$ cat src/rtl/aum_pkg.sv
package aum_pkg;

   // register byte offsets
   localparam logic [11:0] STATUS_OFF = 12'h104;
   localparam logic [11:0] MASK_OFF = 12'h108;
   localparam logic [11:0] CTRL_OFF = 12'h200;
   localparam logic [11:0] FEP_OFF = 12'h204;
   localparam logic [11:0] HDR_OFF = 12'h208;

   // bit positions shared by status and mask, plus the control register enable bit
   localparam int BIT_UNUSED0 = 0;
   localparam int BIT_LINK = 4;
   localparam int BIT_SDOWN = 5;
   localparam int BIT_POISON = 12;
   localparam int BIT_FCERR = 13;
   localparam int BIT_CTO = 14;
   localparam int BIT_COMPLETER_ABORT_FLAG = 15;
   localparam int BIT_UNEXP = 16;
   localparam int BIT_INTERR = 22;
   localparam int BIT_MCBLK = 23;
   localparam int BIT_ATOMIC = 24;
   localparam int BIT_PREFIX = 25;
   localparam int BIT_CTRL_IEEN = 0;

   // field layouts
   localparam logic [31:0] STATUS_IMPL = 32'h0041_5011;
   localparam logic [31:0] MASK_RW = 32'h0001_5011;
   localparam logic [31:0] MASK_STICKY = 32'h0001_1011;
   localparam int FEP_W = 5;

   // reset values
   localparam logic [31:0] STATUS_RST = 32'h0000_0000;
   localparam logic [31:0] MASK_RST = 32'h0000_0000;
   localparam logic [31:0] HDR_RST = 32'h0000_0000;
   localparam logic [4:0] FEP_RST = 5'h00;
   localparam logic CTRL_IEEN_RST = 1'b0;

   localparam logic [1:0] RESP_OKAY = 2'b00;
   localparam logic [1:0] RESP_SLVERR = 2'b10;

   // error detector input: one hit bit per status position plus header
   typedef struct packed {
      logic [31:0] hit;
      logic [31:0] header;
   } aum_err_t;

   // report toward the root-complex messaging logic
   typedef struct packed {
      logic valid;
      logic [4:0] pointer;
   } aum_report_t;

endpackage : aum_pkg

$ cat src/rtl/aum_axil_slave.sv
`timescale 1ns/1ps
module aum_axil_slave
   import aum_pkg::*;
#(
   parameter int ADDR_W = 12
) (
   input wire logic core_clk,
   input wire logic sys_rst,
   input wire logic [ADDR_W-1:0] awaddr,
   input wire logic awvalid,
   output logic awready,
   input wire logic [31:0] wdata,
   input wire logic [3:0] wstrb,
   input wire logic wvalid,
   output logic wready,
   output logic [1:0] bresp,
   output logic bvalid,
   input wire logic bready,
   input wire logic [ADDR_W-1:0] araddr,
   input wire logic arvalid,
   output logic arready,
   output logic [31:0] rdata,
   output logic [1:0] rresp,
   output logic rvalid,
   input wire logic rready,
   output logic wrReq,
   output logic [ADDR_W-1:0] wrAddr,
   output logic [31:0] wrData,
   output logic [3:0] wrStrb,
   input wire logic wrHit,
   output logic rdReq,
   output logic [ADDR_W-1:0] rdAddr,
   input wire logic [31:0] rdData,
   input wire logic rdHit
);

   // both write channels held and no response pending
   assign wrReq = !awready && !wready && !bvalid;
   assign rdReq = !arready && !rvalid;

   always_ff @(posedge core_clk) begin
      if (sys_rst) begin
         awready <= 1'b1;
         wready <= 1'b1;
         bvalid <= 1'b0;
         bresp <= RESP_OKAY;
         wrAddr <= '0;
         wrData <= 32'h0000_0000;
         wrStrb <= 4'h0;
      end else begin
         if (awvalid && awready) begin
            wrAddr <= awaddr;
            awready <= 1'b0;
         end
         if (wvalid && wready) begin
            wrData <= wdata;
            wrStrb <= wstrb;
            wready <= 1'b0;
         end
         if (wrReq) begin
            bvalid <= 1'b1;
            bresp <= wrHit ? RESP_OKAY : RESP_SLVERR;
         end
         if (bvalid && bready) begin
            bvalid <= 1'b0;
            awready <= 1'b1;
            wready <= 1'b1;
         end
      end
   end

   always_ff @(posedge core_clk) begin
      if (sys_rst) begin
         arready <= 1'b1;
         rvalid <= 1'b0;
         rresp <= RESP_OKAY;
         rdata <= 32'h0000_0000;
         rdAddr <= '0;
      end else begin
         if (arvalid && arready) begin
            rdAddr <= araddr;
            arready <= 1'b0;
         end
         if (rdReq) begin
            rvalid <= 1'b1;
            rdata <= rdHit ? rdData : 32'h0000_0000;
            rresp <= rdHit ? RESP_OKAY : RESP_SLVERR;
         end
         if (rvalid && rready) begin
            rvalid <= 1'b0;
            arready <= 1'b1;
         end
      end
   end

endmodule : aum_axil_slave

$ cat src/rtl/aum_regs.sv
// The AXI4-Lite register port is this design's own decision.
`timescale 1ns/1ps
// Summary of operation
// internal-error status bit 22 sets on detected internal error; W1C, zero; it clears once hot reset clears the enable.
// with internal-error reporting disabled, status bit 22 is read-only zero.
// multicast-blocked status bit 23 reads zero, writes ignored.
// atomic-egress and prefix-blocked status bits 24, 25 read zero.
// masked errors never load the header log.
// masked errors leave the first-error pointer unchanged.
// masked errors are never reported toward the root complex.
// status bits set on error regardless of the mask.
// mask bit 4 is read/write, sticky, resets to zero.
// mask bits 12 and 16 are read/write, sticky, reset to zero.
// mask bit 14 is read/write, resets to zero, not sticky.
// mask bits 5, 13, 15 read zero, writes ignored.
// mask bit 0 is read/write, sticky, zero at reset; it masks status bit 0.
// status bit 4 sets on link protocol error; W1C, sticky, zero.
// sticky bits survive hot reset; reserved bits read zero, ignore writes.
module aum_regs
   import aum_pkg::*;
#(
   parameter int ADDR_W = 12
) (
   input wire logic core_clk,
   input wire logic sys_rst,
   input wire logic hotRst,
   input wire aum_err_t errIn,
   output aum_report_t errReport,
   output logic irq,
   input wire logic [ADDR_W-1:0] awaddr,
   input wire logic awvalid,
   output logic awready,
   input wire logic [31:0] wdata,
   input wire logic [3:0] wstrb,
   input wire logic wvalid,
   output logic wready,
   output logic [1:0] bresp,
   output logic bvalid,
   input wire logic bready,
   input wire logic [ADDR_W-1:0] araddr,
   input wire logic arvalid,
   output logic arready,
   output logic [31:0] rdata,
   output logic [1:0] rresp,
   output logic rvalid,
   input wire logic rready
);

   generate
      if (ADDR_W < 12) begin : g_bad_width
         $error("aum_regs: ADDR_W must be at least 12");
      end
   endgenerate

   logic wrReq;
   logic [ADDR_W-1:0] wrAddr;
   logic [31:0] wrData;
   logic [3:0] wrStrb;
   logic wrHit;
   logic rdReq;
   logic [ADDR_W-1:0] rdAddr;
   logic [31:0] rdData;
   logic rdHit;

   logic [31:0] status;
   logic [31:0] mask;
   logic intErrEnable;
   logic [FEP_W-1:0] firstErrPtr;
   logic [31:0] headerLog;

   logic [31:0] next_status;
   logic [31:0] next_mask;
   logic [31:0] byteMask;
   logic [31:0] wrBits;
   logic [31:0] hitMask;
   logic [31:0] hit;
   logic [31:0] unmaskedHit;
   logic pending;

   aum_axil_slave #(
      .ADDR_W(ADDR_W)
   ) u_bus (
      .core_clk(core_clk),
      .sys_rst(sys_rst),
      .awaddr(awaddr),
      .awvalid(awvalid),
      .awready(awready),
      .wdata(wdata),
      .wstrb(wstrb),
      .wvalid(wvalid),
      .wready(wready),
      .bresp(bresp),
      .bvalid(bvalid),
      .bready(bready),
      .araddr(araddr),
      .arvalid(arvalid),
      .arready(arready),
      .rdata(rdata),
      .rresp(rresp),
      .rvalid(rvalid),
      .rready(rready),
      .wrReq(wrReq),
      .wrAddr(wrAddr),
      .wrData(wrData),
      .wrStrb(wrStrb),
      .wrHit(wrHit),
      .rdReq(rdReq),
      .rdAddr(rdAddr),
      .rdData(rdData),
      .rdHit(rdHit)
   );

   function automatic logic [FEP_W-1:0] lowest_bit(input logic [31:0] v);
      logic [FEP_W-1:0] idx;
      idx = '0;
      for (int i = 31; i >= 0; i--) begin
         if (v[i]) begin
            idx = FEP_W'(i);
         end
      end
      return idx;
   endfunction : lowest_bit

   // byte lanes of the write strobe
   genvar gb;
   generate
      for (gb = 0; gb < 4; gb++) begin : g_lane
         assign byteMask[gb*8 +: 8] = {8{wrStrb[gb]}};
      end
   endgenerate

   assign wrBits = wrData & byteMask;

   function automatic logic addr_is(input logic [ADDR_W-1:0] a,
                                    input logic [11:0] off);
      return a == ADDR_W'(off);
   endfunction : addr_is

   always_comb begin
      wrHit = addr_is(wrAddr, STATUS_OFF) || addr_is(wrAddr, MASK_OFF) ||
              addr_is(wrAddr, CTRL_OFF) || addr_is(wrAddr, FEP_OFF) ||
              addr_is(wrAddr, HDR_OFF);
   end

   // unimplemented positions (23..25, reserved) can never set
   always_comb begin
      hitMask = STATUS_IMPL;
      hitMask[BIT_INTERR] = intErrEnable;
   end

   assign hit = errIn.hit & hitMask; // see R3
   assign unmaskedHit = hit & ~mask;
   assign pending = |(status & ~mask);

   // a new error wins over a clear landing in the same cycle
   always_comb begin
      next_status = status;
      if (wrReq && addr_is(wrAddr, STATUS_OFF)) begin
         next_status = next_status & ~(wrBits & STATUS_IMPL);
      end
      next_status = next_status | hit; // see R1 see R8
      if (!intErrEnable) begin
         next_status[BIT_INTERR] = 1'b0;
      end
   end

   // status ignores hot reset except bit 22, which drops once hot reset clears the enable; only the fundamental reset clears it
   always_ff @(posedge core_clk) begin
      if (sys_rst) begin
         status <= STATUS_RST;
      end else begin
         status <= next_status;
      end
   end

   always_comb begin
      next_mask = mask;
      if (wrReq && addr_is(wrAddr, MASK_OFF)) begin
         // only the writable positions take data
         next_mask = (mask & ~(byteMask & MASK_RW)) |
                     (wrBits & MASK_RW); // see R9 see R10 see R12
      end
   end

   always_ff @(posedge core_clk) begin
      if (sys_rst) begin
         mask <= MASK_RST;
      end else if (hotRst) begin
         // hot reset drops the non-sticky timeout mask, writes ignored
         mask <= mask & MASK_STICKY; // see R11
      end else begin
         mask <= next_mask;
      end
   end

   always_ff @(posedge core_clk) begin
      if (sys_rst || hotRst) begin
         intErrEnable <= CTRL_IEEN_RST;
      end else if (wrReq && addr_is(wrAddr, CTRL_OFF) && wrStrb[0]) begin
         intErrEnable <= wrData[BIT_CTRL_IEEN];
      end
   end

   // first unmasked error since the log went idle loads pointer and header
   always_ff @(posedge core_clk) begin
      if (sys_rst) begin
         firstErrPtr <= FEP_RST;
         headerLog <= HDR_RST;
      end else if ((|unmaskedHit) && !pending) begin
         firstErrPtr <= lowest_bit(unmaskedHit);
         headerLog <= errIn.header;
      end
   end

   always_ff @(posedge core_clk) begin
      if (sys_rst) begin
         errReport <= '0;
      end else begin
         errReport.valid <= |unmaskedHit;
         errReport.pointer <= lowest_bit(unmaskedHit);
      end
   end

   // level interrupt; the AER mask doubles as the interrupt mask
   always_ff @(posedge core_clk) begin
      if (sys_rst) begin
         irq <= 1'b0;
      end else begin
         irq <= pending;
      end
   end

   always_comb begin
      rdHit = 1'b1;
      unique case (1'b1)
         addr_is(rdAddr, STATUS_OFF): rdData = status; // see R3
         addr_is(rdAddr, MASK_OFF): rdData = mask & MASK_RW;
         addr_is(rdAddr, CTRL_OFF): rdData = 32'(intErrEnable);
         addr_is(rdAddr, FEP_OFF): rdData = 32'(firstErrPtr);
         addr_is(rdAddr, HDR_OFF): rdData = headerLog;
         default: begin
            rdData = 32'h0000_0000;
            rdHit = 1'b0;
         end
      endcase
   end
endmodule : aum_regs

$ cat config.mk
export PLATFORM = sky130hd
export DESIGN_NAME = aum_regs
export DESIGN_NICKNAME = d
export VERILOG_FILES = /design/src/rtl/aum_pkg.sv /design/src/rtl/aum_axil_slave.sv /design/src/rtl/aum_regs.sv
export SDC_FILE = /design/constraint.sdc
export NUM_CORES = 1
export LEC_CHECK = 0
export ABC_CLOCK_PERIOD_IN_PS = 1800
export BUFFER_PORTS_ARGS = -buffer_cell sky130_fd_sc_hd__buf_2
export CAP_MARGIN = 20
export CORE_MARGIN = 3
export CORE_UTILIZATION = 25
export DETAILED_ROUTE_END_ITERATION = 16
export HOLD_SLACK_MARGIN = 0.05
export PLACE_DENSITY_LB_ADDON = 0.1
export SYNTH_ARGS = -nofsm -noshare
export SYNTH_HDL_FRONTEND = slang
export SYNTH_SLANG_ARGS = --single-unit
$ cat constraint.sdc
create_clock -name core_clk -period 1.8 [get_ports core_clk]
set_clock_uncertainty 0.05 [all_clocks]
set_input_delay 0.18 -clock core_clk [delete_from_list [all_inputs] [get_ports core_clk]]
set_output_delay 0.18 -clock core_clk [all_outputs]
set_load 0.005 [all_outputs]
After elaboration in Yosys (flattened, before gate mapping)
Index checks and enable logic that the tools add are counted.
W data, S select, Z words.
- output and inout port bits: 48
- input bits: 132
- bits in registers: 200
- logic and storage cells: 115
- eq/ne operators: 10
- muxes and demuxes: 38
- bitwise gates (word level): 13
- reduce and logical (&&, ||, !) cells: 32
- operator list (operator ; count):
    $mux W5 ; 32
    $pmux W32 S5 ; 1
    $and A32 B32 Y32 ; 4
    $eq A12 B10 Y1 const B ; 6
    $mux W32 ; 2
    $reduce_or A32 Y1 ; 2
    $eq A12 B9 Y1 const B ; 4
    $and A32 B23 Y32 ; 1
    $not A17 Y32 ; 1
    $not A23 Y32 ; 1
    $not A32 Y32 ; 1
    $or A32 B17 Y32 ; 1
    $or A32 B32 Y32 ; 1
    $and A23 B23 Y23 ; 1
    $logic_and A1 B1 Y1 ; 13
    $reduce_or A2 Y1 ; 4
    $logic_not A1 Y1 ; 6
    $logic_or A1 B1 Y1 ; 5
    $reduce_or A5 Y1 ; 1
    $mux W2 ; 2
    $not A1 Y1 ; 2
    $reduce_and A2 Y1 ; 1
    $mux W1 ; 1

Logic depth before layout (Yosys ltp)
- depth in word-level cells: 34
- gate-level depth with buffers: 7
- mapped depth without buffers: 4

Hierarchy
From an unflattened synthesis, not the netlist that was laid out.
- cell total of the unflattened synthesis: 759
- area total of the unflattened synthesis: 7144.4 um2
- modules (own cells, without submodules) (module ; times used ; sequential area each (um2) ; cells an instance ; area each (um2)):
    aum_axil_slave ; 1 ; 1981.9 ; 454 ; 4259.1
    aum_regs ; 1 ; 1081.0 ; 305 ; 2885.3

Worst setup path after synthesis
Ideal clock, no wire load.
- path kind: flip-flop to flip-flop
- start: register with a tool-made name
- end: register firstErrPtr[1]
- period minus slack after synthesis: 1860 ps
- required time: 1627 ps
- buffers on the path: 1
- cell stages (with the launch flop): 6
- setup slack: -60 ps
- arrival time: 1687 ps
- library setup time: 123 ps
- cell sequence: dfxtp_1 > and2b_1 > or4_4 > a211oi_2 > buf_6 > mux2_1
- RTL lines (what ; line ; source):
    to (signal assigned) ; aum_regs.sv:210 ; firstErrPtr <= lowest_bit(unmaskedHit);
    to (decl) ; aum_regs.sv:68 ; logic [FEP_W-1:0] firstErrPtr;

Worst setup path in the final report
- start: register status[14]
- end: register firstErrPtr[2]
- longest elaborated chain between the ends: 4
- RTL lines (what ; line ; source):
    from (decl) ; aum_regs.sv:65 ; logic [31:0] status;
    from (signal assigned) ; aum_regs.sv:172 ; status <= next_status;
    $and A32 B32 Y32 ; aum_regs.sv:153 ; assign pending = |(status & ~mask);
    $reduce_or A32 Y1 ; aum_regs.sv:153 ;
    $logic_not A1 Y1 ; aum_regs.sv:209 ; end else if ((|unmaskedHit) && !pending) begin
    $logic_and A1 B1 Y1 ; aum_regs.sv:209 ;
No other way between the ends.
A chain may end at the register's enable or synchronous reset.

==> results.py <==
metrics = {
    "synth": {
        "synth-seq-cells": 126,
        "yosysSeqAreaShare": 0.506,
        "yosysWarnings": 0,
        "async_reset_ff_frac": 0,
        "synth_fa_ha_area_frac": 0,
        "syn_inst": 551,
        "ys.flop_type": "dfxtp_1",
        "yosys.cell_types.count": 50,
        "synth-xor-area-share": 0,
        "synth-simple-area-share": 0.198,
        "synth_top_family_by_area": "simple AND/OR/NAND/NOR gates",
        "synth_mux_area_frac": 0.0707,
        "synth-compound-area-share": 0.168,
        "syn_area_mm2": 0.00499,
        "avgSynthCellArea_um2": 9.05,
        "synth-edff-count": 0,
    },
    "route": {
        "via_count": 4597,
        "post-route-drc-count": 0,
        "drt-pass1-iter-count": 4,
        "drt_wl_total_um": 14600,
        "post_drt_wl_per_cell_um": 13.8,
        "drtIter0Drc": 154,
        "via_per_inst": 4.34,
        "final_antenna_net_count": 0,
    },
    "grt": {
        "antenna_found_initial": 0,
        "grt_pass1_vias": 4696,
        "grt_start_max_net_pins": 58,
        "grtUsageTotal": 0.134,
        "grt_pass1_wl_um": 23300,
        "grt_overflow": 0,
    },
    "finish": {
        "area_growth_pct": 52.7,
        "diodes": 0,
        "drive_gt1_frac": 0.275,
        "fin_cells": 1060,
        "nets": 915,
    },
    "power": {
        "ir_worst_vdd_v": 0.000598,
        "cellPowerDensity_mw_per_mm2": 909,
        "power_leakage_nw": 3.20,
        "p_total_mw": 6.93,
    },
    "die": {
        "core_area_mm2": 0.0195,
        "fp.dieArea_mm2": 0.0217,
        "die_x_um": 147,
        "start_util": 0.255,
        "rows": 51,
        "die-height_um": 147,
        "pin_count": 180,
    },
    "outcome": {
        "outcome": "complete, but fails checks",
        "failed_checks": "negative setup slack",
    },
    "cts": {
        "clkTransAtPathRegs_ps": 60,
        "cts-root-buf": "clkbuf_16",
        "h-tree-depth": 4,
        "cts_buffer_depth": 2,
        "cts_tree": "built",
        "cts_buffers": 17,
        "cts_sinks": 126,
        "insertion_delay_ps": 420,
    },
    "sta": {
        "max_freq_mhz": 536,
        "fin_crit_ps": 1860,
        "worst_slack_ps": -64.3,
        "hold_viol_final": 0,
        "maxSlewViolCount": 0,
        "rsz0062_at_grt": "true",
        "setup_viol": 43,
        "period_share": 1.04,
    },
    "worst_setup_path": {
        "end_kind": "flop",
        "r2r-start": "status[14]",
        "critPathKind": "reg -> reg",
        "startpoint": "status[14]",
        "crit_arrival_ps": 2110,
        "critPathLaunchType": "flop",
        "reg2reg_slack_ps": -60,
        "crit_required_ps": 2050,
        "path_max_fanout": 7,
    },
    "placed_design": {
        "dp_hpwl_um": 9900,
        "port_buffers": 123,
        "globalplace.congestion": 0.745,
        "dp_cells": 942,
        "place_ws_ps": -92.8,
    },
    "flow_run": {
        "maxCapViolCount": 0,
    },
    "worst_hold_path": {
        "hold_class": "in -> reg",
        "holdCritStartpoint": "wvalid",
    },
}
## sequential cells by signal (all words and copies together), names as in the netlist, 3 cells and up, named ones only
register,flops
u_bus.rdata,32
headerLog,32
u_bus.rdAddr,12
u_bus.wrStrb,3
status,6
u_bus.wrAddr,12
errReport,5
u_bus.wrData,6
firstErrPtr,4
## cell usage after synthesis, types with 2 or more instances
cell      count  area share
buf_4         4      0.0060
o21ai_0      21       0.021
or4_4         3      0.0068
nor4bb_1      2      0.0040
mux2i_1      33       0.066
nand4b_1      4      0.0070
and2b_1       2      0.0030
nor2b_1      12       0.015
a22oi_1       4      0.0060
dfxtp_1     126        0.51
nand2_1     138        0.10
and4_1        2      0.0035
buf_1         4      0.0030
o21a_1        2      0.0030
nand3_1      11       0.011
and3_1        3      0.0038
o31a_1        2      0.0035
nor3_1        2      0.0020
buf_6         3      0.0068
clkbuf_1     20       0.015
a21oi_1      50       0.050
a211oi_1      2      0.0030
nor3b_1       2      0.0030
nor4_1        4      0.0050
inv_1        18       0.014
nor2_1       14       0.011
mux2_1        2      0.0045
buf_12        3       0.012
and2_1        2      0.0025
nand4_1       2      0.0025
a22o_1       35       0.061
## power by group
group / internal [mW] / switching (mW) / total, mW / leakage [nW]
Combinational: 0.419 / 0.350 / 0.769 / 1.92
Sequential: 2.90 / 0.0809 / 2.98 / 1.03
Clock: 1.89 / 1.29 / 3.18 / 0.250
Total: 5.21 / 1.72 / 6.93 / 3.20
## logic make-up (layout without fill, tap and decap cells)
| logic type | count (synthesis) | after routing |
|---|---|---|
| multiplexers | 35 | 35 |
| AO/OA/AOI/OAI | 127 | 127 |
| AND/OR/NAND/NOR | 209 | 209 |
| buffers and inverters | 53 | 295 |
| flip-flops | 126 | 126 |
| other | 1 | 3 |
## timing repair
item,in CTS,in global routing
setup endpoints to repair,31,70
hold buffers,78,0
gates cloned,1,4
pin swaps,2,4
endpoints found under the hold margin,76,0
setup buffers,4,1
gates resized for setup,10,8
## layout make-up
cell class / count / area (µm²)
fill: 2051 / 11900
clock buffer: 18 / 429
clock inverter: 13 / 120
sequential: 126 / 2530
multi-input combinational: 374 / 2240
inverter: 18 / 67.6
timing repair buffer: 246 / 1900
tap: 265 / 332
## final timing paths
kind | endpoint | cells past startpoint
setup / recovery | firstErrPtr[2] | 5
hold / removal | u_bus.wrData[22] | 3
setup reg to reg | firstErrPtr[2] | 5
hold reg to reg | u_bus.rdAddr[6] | 2
## cell usage in the layout, fill, tap and decap left out, types with 5 or more instances in the layout
cell type / netlist / final
nor2_1: 14 / 13
nand3_1: 11 / 11
a21oi_1: 50 / 50
dlygate4sd3_1: 0 / 78
mux2i_1: 33 / 33
a22o_1: 35 / 35
clkbuf_16: 0 / 20
nand2_1: 138 / 138
o21ai_0: 21 / 19
buf_2: 0 / 123
buf_12: 3 / 7
buf_4: 4 / 29
buf_6: 3 / 5
inv_1: 18 / 17
clkinvlp_4: 0 / 6
dfxtp_1: 126 / 122
nor2b_1: 12 / 11
## metal layers
layer | global-route usage | up-vias | wire [µm]
li1 | - | 2370 | -
met1 | 0.168 | 2119 | 6780
met2 | 0.221 | 95 | 7070
met3 | 0.0392 | 13 | 602
met4 | 0.0461 | 0 | 147
met5 | 0 | - | 0
## critical path, stage by stage, from the launching register on
cell and delay, ps:
dfxtp_2 320, nor2b_4 110, or4_4 530, a211oi_4 240, buf_12 190, mux2_4 300
## stage by stage
step	setup TNS (ps)	utilization	instance area (µm²)	hold WS, ps
6_report	-1220	0.390	7620	72.6
5_1_grt	-3910	0.390	7620	69.4
4_1_cts	-1150	0.385	7520	56.7
3_5_place_dp	-1840	0.312	6100	353
3_3_place_gp	-1290	0.312	6100	340
2_1_floorplan	-28.3	-	5000	230
(Power assumes the default switching activity.)
